`src/hw/dcs_pkg.sv`:
```
// package for the drive control/status word block
// assumes a single drive clock domain
package dcs_pkg;

    // ------------------------------------------------------------
    // aux command word bit positions
    // ------------------------------------------------------------
    localparam int AUX_FF_LSB     = 0;
    localparam int AUX_FF_MSB     = 3;
    localparam int AUX_TECH_EN    = 8;
    localparam int AUX_DCBRAKE_EN = 9;
    localparam int AUX_DROOP_EN   = 11;
    localparam int AUX_TORQUE_SEL = 12;
    localparam int AUX_EXTFLT_N   = 13;
    localparam int NUM_FUNCS      = 7;

    // ------------------------------------------------------------
    // primary command word bit positions
    // ------------------------------------------------------------
    localparam int CMD_ON       = 0;
    localparam int CMD_NOCOAST  = 1;
    localparam int CMD_NOQUICK  = 2;
    localparam int CMD_ENOP     = 3;
    localparam int CMD_ACK      = 7;

    // ------------------------------------------------------------
    // reset values
    // ------------------------------------------------------------
    localparam logic [15:0] AUX_RESET   = 16'h2000;
    localparam logic [15:0] STATE_RESET = 16'h0000;
    localparam logic [15:0] PRI_RESET   = 16'h0000;

    // default source index for each aux function
    localparam logic [3:0] SRC_DEFAULT [NUM_FUNCS] =
        '{4'h0, 4'h1, 4'h2, 4'h3, 4'h8, 4'h9, 4'hB};
    localparam logic [3:0] SRC_TORQUE_DEF = 4'hC;
    localparam logic [3:0] SRC_EXTFLT_DEF = 4'hD;

    // drive conditions from the motor-control side
    typedef struct packed {
        logic powerOk;
        logic initDone;
        logic faultActive;
        logic alarmPending;
        logic speedInTol;
        logic ctrlRequest;
        logic freqAtMax;
        logic limitAlarm;
        logic brakeEngage;
        logic motorOverload;
        logic clockwise;
        logic convOverload;
    } dcs_cond_type;

    // decoded auxiliary functions
    typedef struct packed {
        logic [3:0] fixedFreqSel;
        logic       techEnable;
        logic       dcBrakeEnable;
        logic       droopEnable;
        logic       torqueMode;
        logic       extFault1;
    } dcs_aux_type;

endpackage

```
`src/hw/dcs_bit_select.sv`:
```
// one reassignable routing stage: picks a bit of a word by index
// assumes index and word are on the drive clock
`timescale 1ns/1ns
`default_nettype none
module dcs_bit_select
    import dcs_pkg::*;
#(
    parameter int WIDTH = 16
)(
    input  wire logic                     clk,
    input  wire logic                     reset,
    input  wire logic [WIDTH-1:0]         word,
    input  wire logic [$clog2(WIDTH)-1:0] index,
    input  wire logic                     resetValue,
    output var  logic                     bitOut
);

    // elaboration check: a one-bit word has nothing to select
    if (WIDTH < 2)
    begin : g_bad_width
        $error("dcs_bit_select: WIDTH must be at least 2");
    end

    wire logic pick = word[index];

    always_ff @(posedge clk)
    begin
        if (reset)
            bitOut <= resetValue;
        else
            bitOut <= pick;
    end

endmodule
`default_nettype wire

```
`src/hw/dcs_words.sv`:
```
// drive control/status word block: aux command decode and state word
// assumes command words and conditions are on the drive clock
`timescale 1ns/1ns
`default_nettype none

// Notes on behaviour
// - aux bits 0..3 select one fixed frequency, bit 0 least significant
// - aux bit 8 technology ctrl, bit 9 dc brake, bit 11 droop enable
// - aux bit 12 torque/speed; bit 13 low is external fault; rest ignored
// - each aux function source except dc brake and droop is reassignable by configuration index
// - state bit 0: power, init done, pulses still disabled, not in fault state
// - state bit 1: switch-on present and no active fault
// - state bit 2: operation enabled, follows enable-operation command
// - state bit 3: fault present; cleared and acknowledged goes to inhibit
// - state bits 4/5 low while coast-stop/fast-stop command present
// - state bit 6: switch-on inhibited until stops released and on command removed
// - state bit 7: alarm pending, no acknowledgement needed
// - state bit 8: speed deviation inside tolerance band
// - state bit 9: request master to take control
// - state bit 10: output frequency at or above maximum
// - state bit 11 low while current or torque limit alarm
// - state bit 12 high while holding brake engaged
// - state bit 13 low while motor overloaded
// - state bit 14 clockwise; bit 15 low on converter overload
// - bits 0..10 standard profile, 11..15 device specific
module dcs_words
    import dcs_pkg::*;
#(
    parameter int WORD_W = 16
)(
    input  wire logic               clk,
    input  wire logic               reset,
    input  wire logic               cmdValid,
    input  wire logic [WORD_W-1:0]  primaryCmdWord,
    input  wire logic [WORD_W-1:0]  auxCmdWrite,
    input  wire logic [4*NUM_FUNCS+7:0] srcConfig,
    input  wire dcs_cond_type       cond,
    output var  logic [WORD_W-1:0]  aux_command_word,
    output var  logic [WORD_W-1:0]  primary_state_word,
    output var  dcs_aux_type        auxFuncs,
    output var  logic               pulsesEnabled
);

    // elaboration check: bit map is fixed to a 16-bit word
    if (WORD_W != 16)
    begin : g_bad_word
        $error("dcs_words: WORD_W must be 16");
    end

    // ------------------------------------------------------------
    // command word capture
    // ------------------------------------------------------------
    logic [WORD_W-1:0] aux_q;
    logic [WORD_W-1:0] pri_q;
    logic              ackPrev_q;

    always_ff @(posedge clk)
    begin
        if (reset)
        begin
            aux_q <= AUX_RESET;
            pri_q <= PRI_RESET;
        end
        else if (cmdValid)
        begin
            aux_q <= auxCmdWrite;
            pri_q <= primaryCmdWord;
        end
    end

    always_ff @(posedge clk)
    begin
        if (reset)
            ackPrev_q <= 1'b0;
        else
            ackPrev_q <= pri_q[CMD_ACK];
    end

    always_ff @(posedge clk)
    begin
        if (reset)
            aux_command_word <= AUX_RESET;
        else
            aux_command_word <= aux_q;
    end

    // ------------------------------------------------------------
    // reassignable aux function routing
    // ------------------------------------------------------------
    logic [NUM_FUNCS-1:0] funcBit;
    logic [3:0]           srcIdx [NUM_FUNCS];

    // index field of zero-based config; all zero means use default
    wire logic cfgUseDefault = (srcConfig == '0);

    genvar g;
    generate
        for (g = 0; g < NUM_FUNCS; g++)
        begin : g_route
            assign srcIdx[g] = cfgUseDefault ?
                ((g < 5) ? SRC_DEFAULT[g] :
                 (g == 5) ? SRC_TORQUE_DEF : SRC_EXTFLT_DEF) :
                srcConfig[4*g+3 -: 4];
            dcs_bit_select #(
                .WIDTH (WORD_W)
            ) u_sel (
                .clk        (clk),
                .reset      (reset),
                .word       (aux_q),
                .index      (srcIdx[g]),
                .resetValue (AUX_RESET[AUX_EXTFLT_N] & (g == 6)),
                .bitOut     (funcBit[g])
            );
        end
    endgenerate

    // slots 0..3 freq select, 4 tech, 5 torque, 6 ext fault n;
    // dc brake and droop bypass routing via fixed bits below
    wire logic dcBrakeBit = aux_q[AUX_DCBRAKE_EN];
    wire logic droopBit   = aux_q[AUX_DROOP_EN];
    logic dcBrake_q;
    logic droop_q;

    always_ff @(posedge clk)
    begin
        if (reset)
        begin
            dcBrake_q <= 1'b0;
            droop_q   <= 1'b0;
        end
        else
        begin
            dcBrake_q <= dcBrakeBit;
            droop_q   <= droopBit;
        end
    end

    dcs_aux_type auxNext;
    assign auxNext.fixedFreqSel  = funcBit[3:0];
    assign auxNext.techEnable    = funcBit[4];
    assign auxNext.dcBrakeEnable = dcBrake_q;
    assign auxNext.droopEnable   = droop_q;
    assign auxNext.torqueMode    = funcBit[5];
    assign auxNext.extFault1     = ~funcBit[6];

    always_ff @(posedge clk)
    begin
        if (reset)
            auxFuncs <= '0;
        else
            auxFuncs <= auxNext;
    end

    // ------------------------------------------------------------
    // drive state machine
    // ------------------------------------------------------------
    typedef enum logic [2:0] {
        ST_NOTREADY,
        ST_INHIBIT,
        ST_READYON,
        ST_SWITCHEDON,
        ST_OPERATING,
        ST_FAULT
    } dcs_state_type;

    dcs_state_type state_q;
    dcs_state_type state_d;

    wire logic cmdOn      = pri_q[CMD_ON];
    wire logic noCoast    = pri_q[CMD_NOCOAST];
    wire logic noQuick    = pri_q[CMD_NOQUICK];
    wire logic enOp       = pri_q[CMD_ENOP];
    wire logic ackEdge    = pri_q[CMD_ACK] & ~ackPrev_q;
    wire logic powerReady = cond.powerOk & cond.initDone;
    wire logic stopsOff   = noCoast & noQuick;

    always_comb
    begin
        state_d = state_q;
        unique case (state_q)
            ST_NOTREADY:
                if (powerReady)
                    state_d = ST_INHIBIT;
            ST_INHIBIT:
                if (stopsOff && !cmdOn && !cond.faultActive)
                    state_d = ST_READYON;
            ST_READYON:
                if (!stopsOff)
                    state_d = ST_INHIBIT;
                else if (cmdOn)
                    state_d = ST_SWITCHEDON;
            ST_SWITCHEDON:
                if (!stopsOff)
                    state_d = ST_INHIBIT;
                else if (!cmdOn)
                    state_d = ST_READYON;
                else if (enOp)
                    state_d = ST_OPERATING;
            ST_OPERATING:
                if (!stopsOff)
                    state_d = ST_INHIBIT;
                else if (!cmdOn)
                    state_d = ST_READYON;
                else if (!enOp)
                    state_d = ST_SWITCHEDON;
            ST_FAULT:
                if (!cond.faultActive && ackEdge)
                    state_d = ST_INHIBIT;
            default:
                state_d = ST_NOTREADY;
        endcase
        if (cond.faultActive)
            state_d = ST_FAULT;
        if (!powerReady)
            state_d = ST_NOTREADY;
    end

    always_ff @(posedge clk)
    begin
        if (reset)
            state_q <= ST_NOTREADY;
        else
            state_q <= state_d;
    end

    // ------------------------------------------------------------
    // state word assembly
    // ------------------------------------------------------------
    wire logic opEnabled = (state_q == ST_OPERATING);
    logic [WORD_W-1:0] stateNext;

    // bits 0..10 standard profile, 11..15 device specific
    assign stateNext[0]  = powerReady && !opEnabled
                           && (state_q != ST_FAULT);
    assign stateNext[1]  = (state_q == ST_SWITCHEDON
                           || opEnabled)
                           && !cond.faultActive;
    assign stateNext[2]  = opEnabled;
    assign stateNext[3]  = (state_q == ST_FAULT);
    assign stateNext[4]  = noCoast;
    assign stateNext[5]  = noQuick;
    assign stateNext[6]  = (state_q == ST_INHIBIT);
    assign stateNext[7]  = cond.alarmPending;
    assign stateNext[8]  = cond.speedInTol;
    assign stateNext[9]  = cond.ctrlRequest;
    assign stateNext[10] = cond.freqAtMax;
    assign stateNext[11] = ~cond.limitAlarm;
    assign stateNext[12] = cond.brakeEngage;
    assign stateNext[13] = ~cond.motorOverload;
    assign stateNext[14] = cond.clockwise;
    assign stateNext[15] = ~cond.convOverload;

    always_ff @(posedge clk)
    begin
        if (reset)
            primary_state_word <= STATE_RESET;
        else
            primary_state_word <= stateNext;
    end

    always_ff @(posedge clk)
    begin
        if (reset)
            pulsesEnabled <= 1'b0;
        else
            pulsesEnabled <= opEnabled;
    end

endmodule
`default_nettype wire

```
`config.mk`:
```
export PLATFORM = sky130hd
export DESIGN_NAME = dcs_words
export DESIGN_NICKNAME = d
export VERILOG_FILES = /design/src/hw/dcs_pkg.sv /design/src/hw/dcs_bit_select.sv /design/src/hw/dcs_words.sv
export SDC_FILE = /design/constraint.sdc
export NUM_CORES = 1
export LEC_CHECK = 0
export BUFFER_PORTS_ARGS = -buffer_cell sky130_fd_sc_hd__buf_2
export CORE_MARGIN = 5
export CORE_UTILIZATION = 30
export CTS_CLUSTER_SIZE = 16
export DETAILED_ROUTE_END_ITERATION = 12
export PLACE_DENSITY = 0.53
export SYNTH_ARGS = -nofsm -noshare
export SYNTH_HDL_FRONTEND = slang
export SYNTH_SLANG_ARGS = --single-unit
```
`constraint.sdc`:
```
create_clock -name clk -period 7.4 [get_ports clk]
set_clock_uncertainty 0.15 [all_clocks]
set_input_delay 1.48 -clock clk [delete_from_list [all_inputs] [get_ports clk]]
set_output_delay 1.48 -clock clk [all_outputs]
set_load 0.01 [all_outputs]
```
==> qor.yml, run 1 <==
drt_pass1_iterations: 4
slew_headroom: 0.507
num_io_pins: 125
hold_viol: 0
synthToLayoutAreaGrowth_pct: 27.8
vdd.ir_drop.worst_v: 0.000129
syn_inst: 333
fin_crit_ns: 3.34
dpl.cell_count: 565
rsz0062_at_grt: "false"
cts_tree: "done"
synth_top_cell_by_area: "dfxtp_1"
cp-start-kind: "primary input"
drv_slew: 0
drtIter0Drc: 197
required_ns: 7.53
worstSetupPathType: "primary input to flip-flop"
post_dp_cell_area_sq_mm: 0.00411
tightest_slew_ns: 0.739
grt.total_usage: 0.147
viasPerCell: 5.04
final_common_cell: "buf_2"
ant_nets: 0
clkTransAtPathRegs_ns: 0.06
dpl.hpwl_mm: 7.00
cts_hold_repair.buffers: 0
grt_overflow: 0
clock-root-buffer: "clkbuf_16"
die_h_microns: 118
grt_pass1_vias: 3046
insertion_delay_ns: 0.33
grt_use_met2: 0.230
ys_seq_area_frac: 0.419
synth_area_leaders: "dfxtp_1 42%, mux4_2 11%, mux2i_1 7.8%"
grt_max_degree: 73
syn_avg_cell_area_sq_um: 10.5
yosys_most_used_dff: "dfxtp_1"
fill_cells: 1179
cts_buffer_depth: 2
path_max_fanout: 9
drive_gt1_frac: 0.370
cts_sinks: 73
drv_cap: 0
hold_class: "flip-flop to flip-flop"
wirelength_mm: 10.1
busiest_layer: "met2"
die-width_microns: 118
utilization: 0.390
cts-resized-gates: 0
core_area_sq_mm: 0.0114
max_freq_mhz: 299
min_delay_path_depth: 1
outcome: "finished, final reports clean"
p_per_area_mw_per_mm2: 238
reg2reg_depth: 6
ys_warn_count: 0
synth_top_area_share: 0.419
antenna_found_initial: 1
synthesis.area_sq_mm: 0.00349
arrival_ns: 3.47
synth.distinct_cells: 56
postCtsSetupRepairBufs: 0
use_met3: 0.0413
cts_inserted_buffers: 9
setup_viol: 0
finalPower_mw: 1.06
synthArstFlopShare: 0
r2r_setup_slack_ns: 5.11
grt_pass1_wl_mm: 16.4
instances_no_fill: 582
leakagePower_nw: 1.96
ys_seq_elements: 73
syn_nets: 416
wl_per_cell_microns: 17.3
fp-row-count: 39
start_util: 0.305
synth-edff-count: 0
die_area_sq_mm: 0.0139
use_met1: 0.188
io_buffer_count: 113
layout_common_cells: "113 x buf_2, 73 x dfxtp_1, 40 x nor2b_1"
htree_num_levels: 3
fin_area_sq_mm: 0.00446
post-route-drc-count: 0
finalCritPeriodShare: 0.452
place_congestion: 0.863
layout.nets: 516
crit_path_end_kind: "flip-flop"
via_count: 2931
fin_setup_tns_ns: 0
[Yosys cell counts, drive strengths merged (4+ instances only)]
library cell,n
mux2,7
clkbuf,14
buf,11
mux2i,27
nand2,9
nor2b,40
mux4,18
a31oi,4
dfxtp,73
a21oi,7
o21ai,6
nand2b,9
inv,4
nor4,8
nor3,8
a211o,4
nor2,33
a221oi,4
[flip-flops by register name (all words and copies together), names as in the netlist]
signal                flops
auxFuncs                  9
pri_q                     5
aux_command_word         16
primary_state_word       16
g_route.u_sel.bitOut      7
state_q                   3
aux_q                    16
ackPrev_q                 1
[per-layer routing]
layer	vias up	wire [microns]
met5	-	0
met4	0	238
met3	17	695
met2	121	4710
met1	1364	4430
li1	1429	-
[worst max-delay path, stage by stage]
cell and delay [ns]:
buf_2 0.15, or4_4 0.56, nor2_4 0.19, a31oi_2 0.21, mux2i_1 0.16, a2111oi_0 0.51
a22o_1 0.21
[path summary, 6_finish.rpt]
check                                          start                                  to
setup / recovery                        srcConfig[8]  g_route[1].u_sel.bitOut$_SDFF_PP0_
hold / removal    g_route[6].u_sel.bitOut$_SDFF_PP1_              auxFuncs[0]$_SDFF_PP0_
setup reg to reg             state_q[1]$_SDFFE_PP0P_             state_q[2]$_SDFFE_PP0P_
hold reg to reg   g_route[6].u_sel.bitOut$_SDFF_PP1_              auxFuncs[0]$_SDFF_PP0_
[layout make-up]
cell class | count | area [sq um] | area share
Timing Repair Buffer | 114 | 573 | 0.129
Clock buffer | 11 | 243 | 0.0544
Inverter | 4 | 15.0 | 0.00337
Multi-Input combinational cell | 231 | 1880 | 0.422
Clock inverter | 5 | 103 | 0.0230
Tap cell | 143 | 179 | 0.0401
Sequential cell | 73 | 1460 | 0.328
Antenna cell | 1 | 2.50 | 0.000561
[metrics by stage]
step                      hold slack [ns]  worst slack, ns
final                               0.244             4.06
after detailed placement            0.216             3.74
after global placement              0.228             3.76
after CTS                           0.242             4.09
after global routing                0.275             3.95
after floorplan                     0.213             4.02
[cells by family (layout without fill, tap and decap cells)]
family	count (synthesis)	count (layout)	synth area share
AOI/OAI and AO/OA	52	52	0.115
buffers and inverters	29	134	0.0413
DFF	73	73	0.419
muxes	52	52	0.219
other	0	1	0
and+or+nand+nor	127	127	0.206
[power by group]
group          switching (mW)  total [mW]  internal [mW]
logic                  0.0558       0.120         0.0643
registers              0.0226       0.436          0.413
clock network           0.168       0.506          0.338
total                   0.246        1.06          0.816
No activity file was read; power rests on OpenSTA's default activity.
==> run 2: changes to the inputs <==
--- a/config.mk
+++ b/config.mk
@@ -5,12 +5,13 @@
 export SDC_FILE = /design/constraint.sdc
 export NUM_CORES = 1
 export LEC_CHECK = 0
+export ABC_AREA = 1
 export BUFFER_PORTS_ARGS = -buffer_cell sky130_fd_sc_hd__buf_2
 export CORE_MARGIN = 5
 export CORE_UTILIZATION = 30
 export CTS_CLUSTER_SIZE = 16
 export DETAILED_ROUTE_END_ITERATION = 12
-export PLACE_DENSITY = 0.53
+export PLACE_DENSITY = 0.55
 export SYNTH_ARGS = -nofsm -noshare
 export SYNTH_HDL_FRONTEND = slang
 export SYNTH_SLANG_ARGS = --single-unit
==> constraint.sdc (replaced) <==
create_clock -name clk -period 2.84 [get_ports clk]
set_clock_uncertainty 0.15 [all_clocks]
set_input_delay 0.568 -clock clk [delete_from_list [all_inputs] [get_ports clk]]
set_output_delay 0.568 -clock clk [all_outputs]
set_load 0.01 [all_outputs]
==> qor.yml, run 2 <==
path_max_fanout: 12  # was 9
rsz0062_at_grt: "false"  # unchanged
largestRegisters: "aux_command_word (16), aux_q (16), primary_state_word (16)"  # unchanged
dpl.hpwl_mm: 8.30  # was 7.00 mm
ys_warn_count: 0  # unchanged
die-width_microns: 117  # was 118 microns
crit_chain: "buf_2, nor2_1, nand3_1, nor2_1, nand4_1, nand2_1, inv_1, o21ai_0, nand3_1, nand3_1, nand3_1"  # was buf_2, or4_4, nor2_4, a31oi_2, mux2i_1, a2111oi_0, a22o_1
crit_slowest_cell: "nand2_1"  # was or4_4
crit_path_end_kind: "flip-flop"  # unchanged
num_io_pins: 125  # unchanged
io_buffer_count: 113  # unchanged
grt_pass1_wl_mm: 17.4  # was 16.4 mm
finalCritPeriodShare: 0.758
final_common_cell: "buf_2"  # unchanged
syn_nets: 595  # was 416
layout_common_cells: "113 x buf_2, 77 x nor2_1, 73 x dfxtp_1"  # was 113 x buf_2, 73 x dfxtp_1, 40 x nor2b_1
synth.distinct_cells: 25  # was 56
die_area_sq_mm: 0.0138  # was 0.0139 sq mm
cts_inserted_buffers: 9  # unchanged
drv_slew: 0  # unchanged
ant_nets: 0  # unchanged
fin_setup_tns_ns: 0  # unchanged
htree_num_levels: 3  # unchanged
setup_slack_ns: 0.688  # was 4.06 ns
syn_avg_cell_area_sq_um: 6.76  # was 10.5 sq um
cp_common_cell: "nand3_1"
p_per_area_mw_per_mm2: 610  # was 238 mW/mm^2
wl_per_cell_microns: 14.5  # was 17.3 microns
synth-edff-count: 0  # unchanged
cp-start-kind: "primary input"  # unchanged
path_buf_inv: 2  # was 1
cts_buffer_depth: 2  # unchanged
setup_viol: 0  # unchanged
leakagePower_nw: 2.15  # was 1.96 nW
antenna_found_initial: 0  # was 1
via_count: 3803  # was 2931
clkTransAtPathRegs_ns: 0.06  # about the same
drive_gt1_frac: 0.217  # was 0.370
grt.total_usage: 0.156  # was 0.147
synth_top_cell_by_area: "dfxtp_1"  # unchanged
cts_hold_repair.buffers: 0  # unchanged
post-route-drc-count: 0  # unchanged
ys_seq_elements: 73  # unchanged
synthesis.area_sq_mm: 0.00346  # was 0.00349 sq mm
vdd.ir_drop.worst_v: 0.000262  # was 0.000129 V
drt_pass1_iterations: 5  # was 4
synth.most_common_cell: "nor2_1"  # was dfxtp_1
drv_cap: 0  # unchanged
layout.nets: 701  # was 516
synth_common_cells: "77 x nor2_1, 73 x dfxtp_1, 67 x inv_1"  # was 73 x dfxtp_1, 40 x nor2b_1, 32 x nor2_1
yosys_most_used_dff: "dfxtp_1"  # unchanged
cts_sinks: 73  # unchanged
die_h_microns: 117  # was 118 microns
slowest_delay_ns: 0.27  # was 0.56 ns
fp-row-count: 39  # unchanged
slew_headroom: 0.573  # was 0.507
crit_family: "simple AND/OR/NAND/NOR gates"  # was compound AO/OA/AOI/OAI gates
cts-resized-gates: 0  # unchanged
fin_crit_ns: 2.15
finalPower_mw: 2.71  # was 1.06 mW
drtIter0Drc: 258  # was 197
ys_seq_area_frac: 0.422  # was 0.419
fill_cells: 1197  # was 1179
place_congestion: 0.895  # was 0.863
synth_area_leaders: "dfxtp_1 42%, a21oi_1 9.2%, nand3_1 9.0%"  # was dfxtp_1 42%, mux4_2 11%, mux2i_1 7.8%
synth_top_area_share: 0.422  # was 0.419
required_ns: 2.89  # was 7.53 ns
viasPerCell: 4.96  # was 5.04
core_area_sq_mm: 0.0114  # about the same
synthArstFlopShare: 0  # unchanged
grt_pass1_vias: 3531  # was 3046
antennaDiodeCount: 0  # was 1
clock-root-buffer: "clkbuf_16"  # unchanged
tightest_slew_ns: 0.640  # was 0.739 ns
whs_ns: 0.224  # was 0.244 ns
syn_inst: 512  # was 333
grt_overflow: 0  # unchanged
synthToLayoutAreaGrowth_pct: 28.3  # was 27.8%
cts_tree: "done"  # unchanged
outcome: "finished, final reports clean"  # unchanged
pre_cts_ws_ns: 0.368  # was 3.74 ns
worstSetupPathType: "primary input to flip-flop"  # unchanged
arrival_ns: 2.20  # was 3.47 ns
wirelength_mm: 11.1  # was 10.1 mm
hold_viol: 0  # unchanged
max_freq_mhz: 465
postCtsSetupRepairBufs: 0  # unchanged
hold_class: "flip-flop to flip-flop"  # unchanged
start_util: 0.305  # about the same
utilization: 0.391  # was 0.390
insertion_delay_ns: 0.34  # was 0.33 ns
grt_max_degree: 48  # was 73
run 2: cell count changes in the layout (fill, tap and decap cells not counted), moves of 6 or more:
cell | before | now
mux2_2 | 6 | 0
inv_1 | 4 | 67
o21ai_0 | 6 | 60
nor4_1 | 8 | 1
o211ai_1 | 2 | 8
nand2_1 | 9 | 59
nor2_1 | 32 | 77
mux2i_1 | 27 | 0
nor2b_1 | 40 | 0
nand3_1 | 3 | 62
a21oi_1 | 7 | 64
nand2b_1 | 9 | 0
mux4_2 | 17 | 0
run 2: metrics by stage:
| step | instances | instance area, sq um |
|---|---|---|
| after floorplan | 512 | 3460 |
| after global placement | 750 | 4120 |
| after detailed placement | 750 | 4120 |
| after CTS | 766 | 4440 |
| after global routing | 766 | 4440 |
| final | 766 | 4440 |
run 2: final cells by class:
cell class,count,area [sq um],share of cell area
tap,143,179,0.0403
clock buffer,11,243,0.0546
multi-input combinational,349,1630,0.367
sequential,73,1460,0.329
clock inverter,5,78.8,0.0177
timing repair buffer,117,596,0.134
inverter,68,255,0.0575
run 2: cells by family (layout without fill, tap and decap cells):
kind of cell           count (synthesis)  after routing  share of synthesized area
and+or+nand+nor                      210            210                      0.258
AOI/OAI and AO/OA                    139            139                      0.212
buffers and inverters                 90            201                      0.108
DFF                                   73             73                      0.422
run 2: worst paths after layout:
path	end	cells after the start	from	slack [ns]
setup / recovery	g_route[6].u_sel.bitOut$_SDFF_PP1_	11	srcConfig[0]	0.69
hold / removal	auxFuncs[0]$_SDFF_PP0_	1	g_route[6].u_sel.bitOut$_SDFF_PP1_	0.22
setup reg to reg	state_q[1]$_SDFFE_PP0P_	8	state_q[2]$_SDFFE_PP0P_	1.02
hold reg to reg	auxFuncs[0]$_SDFF_PP0_	1	g_route[6].u_sel.bitOut$_SDFF_PP1_	0.22
run 2: report_power, final:
part           switching [mW]  internal [mW]  total [mW]
combinational           0.232          0.138       0.370
clock                   0.434          0.791        1.22
sequential             0.0320           1.08        1.11
total                   0.698           2.01        2.71
run 2: routing by layer:
layer	vias to the layer above	part of all wire	global-route usage
met5	-	0	0
met4	0	0.031	0.0834
met3	27	0.082	0.0342
met2	169	0.45	0.247
met1	1702	0.44	0.198
li1	1905	-	-
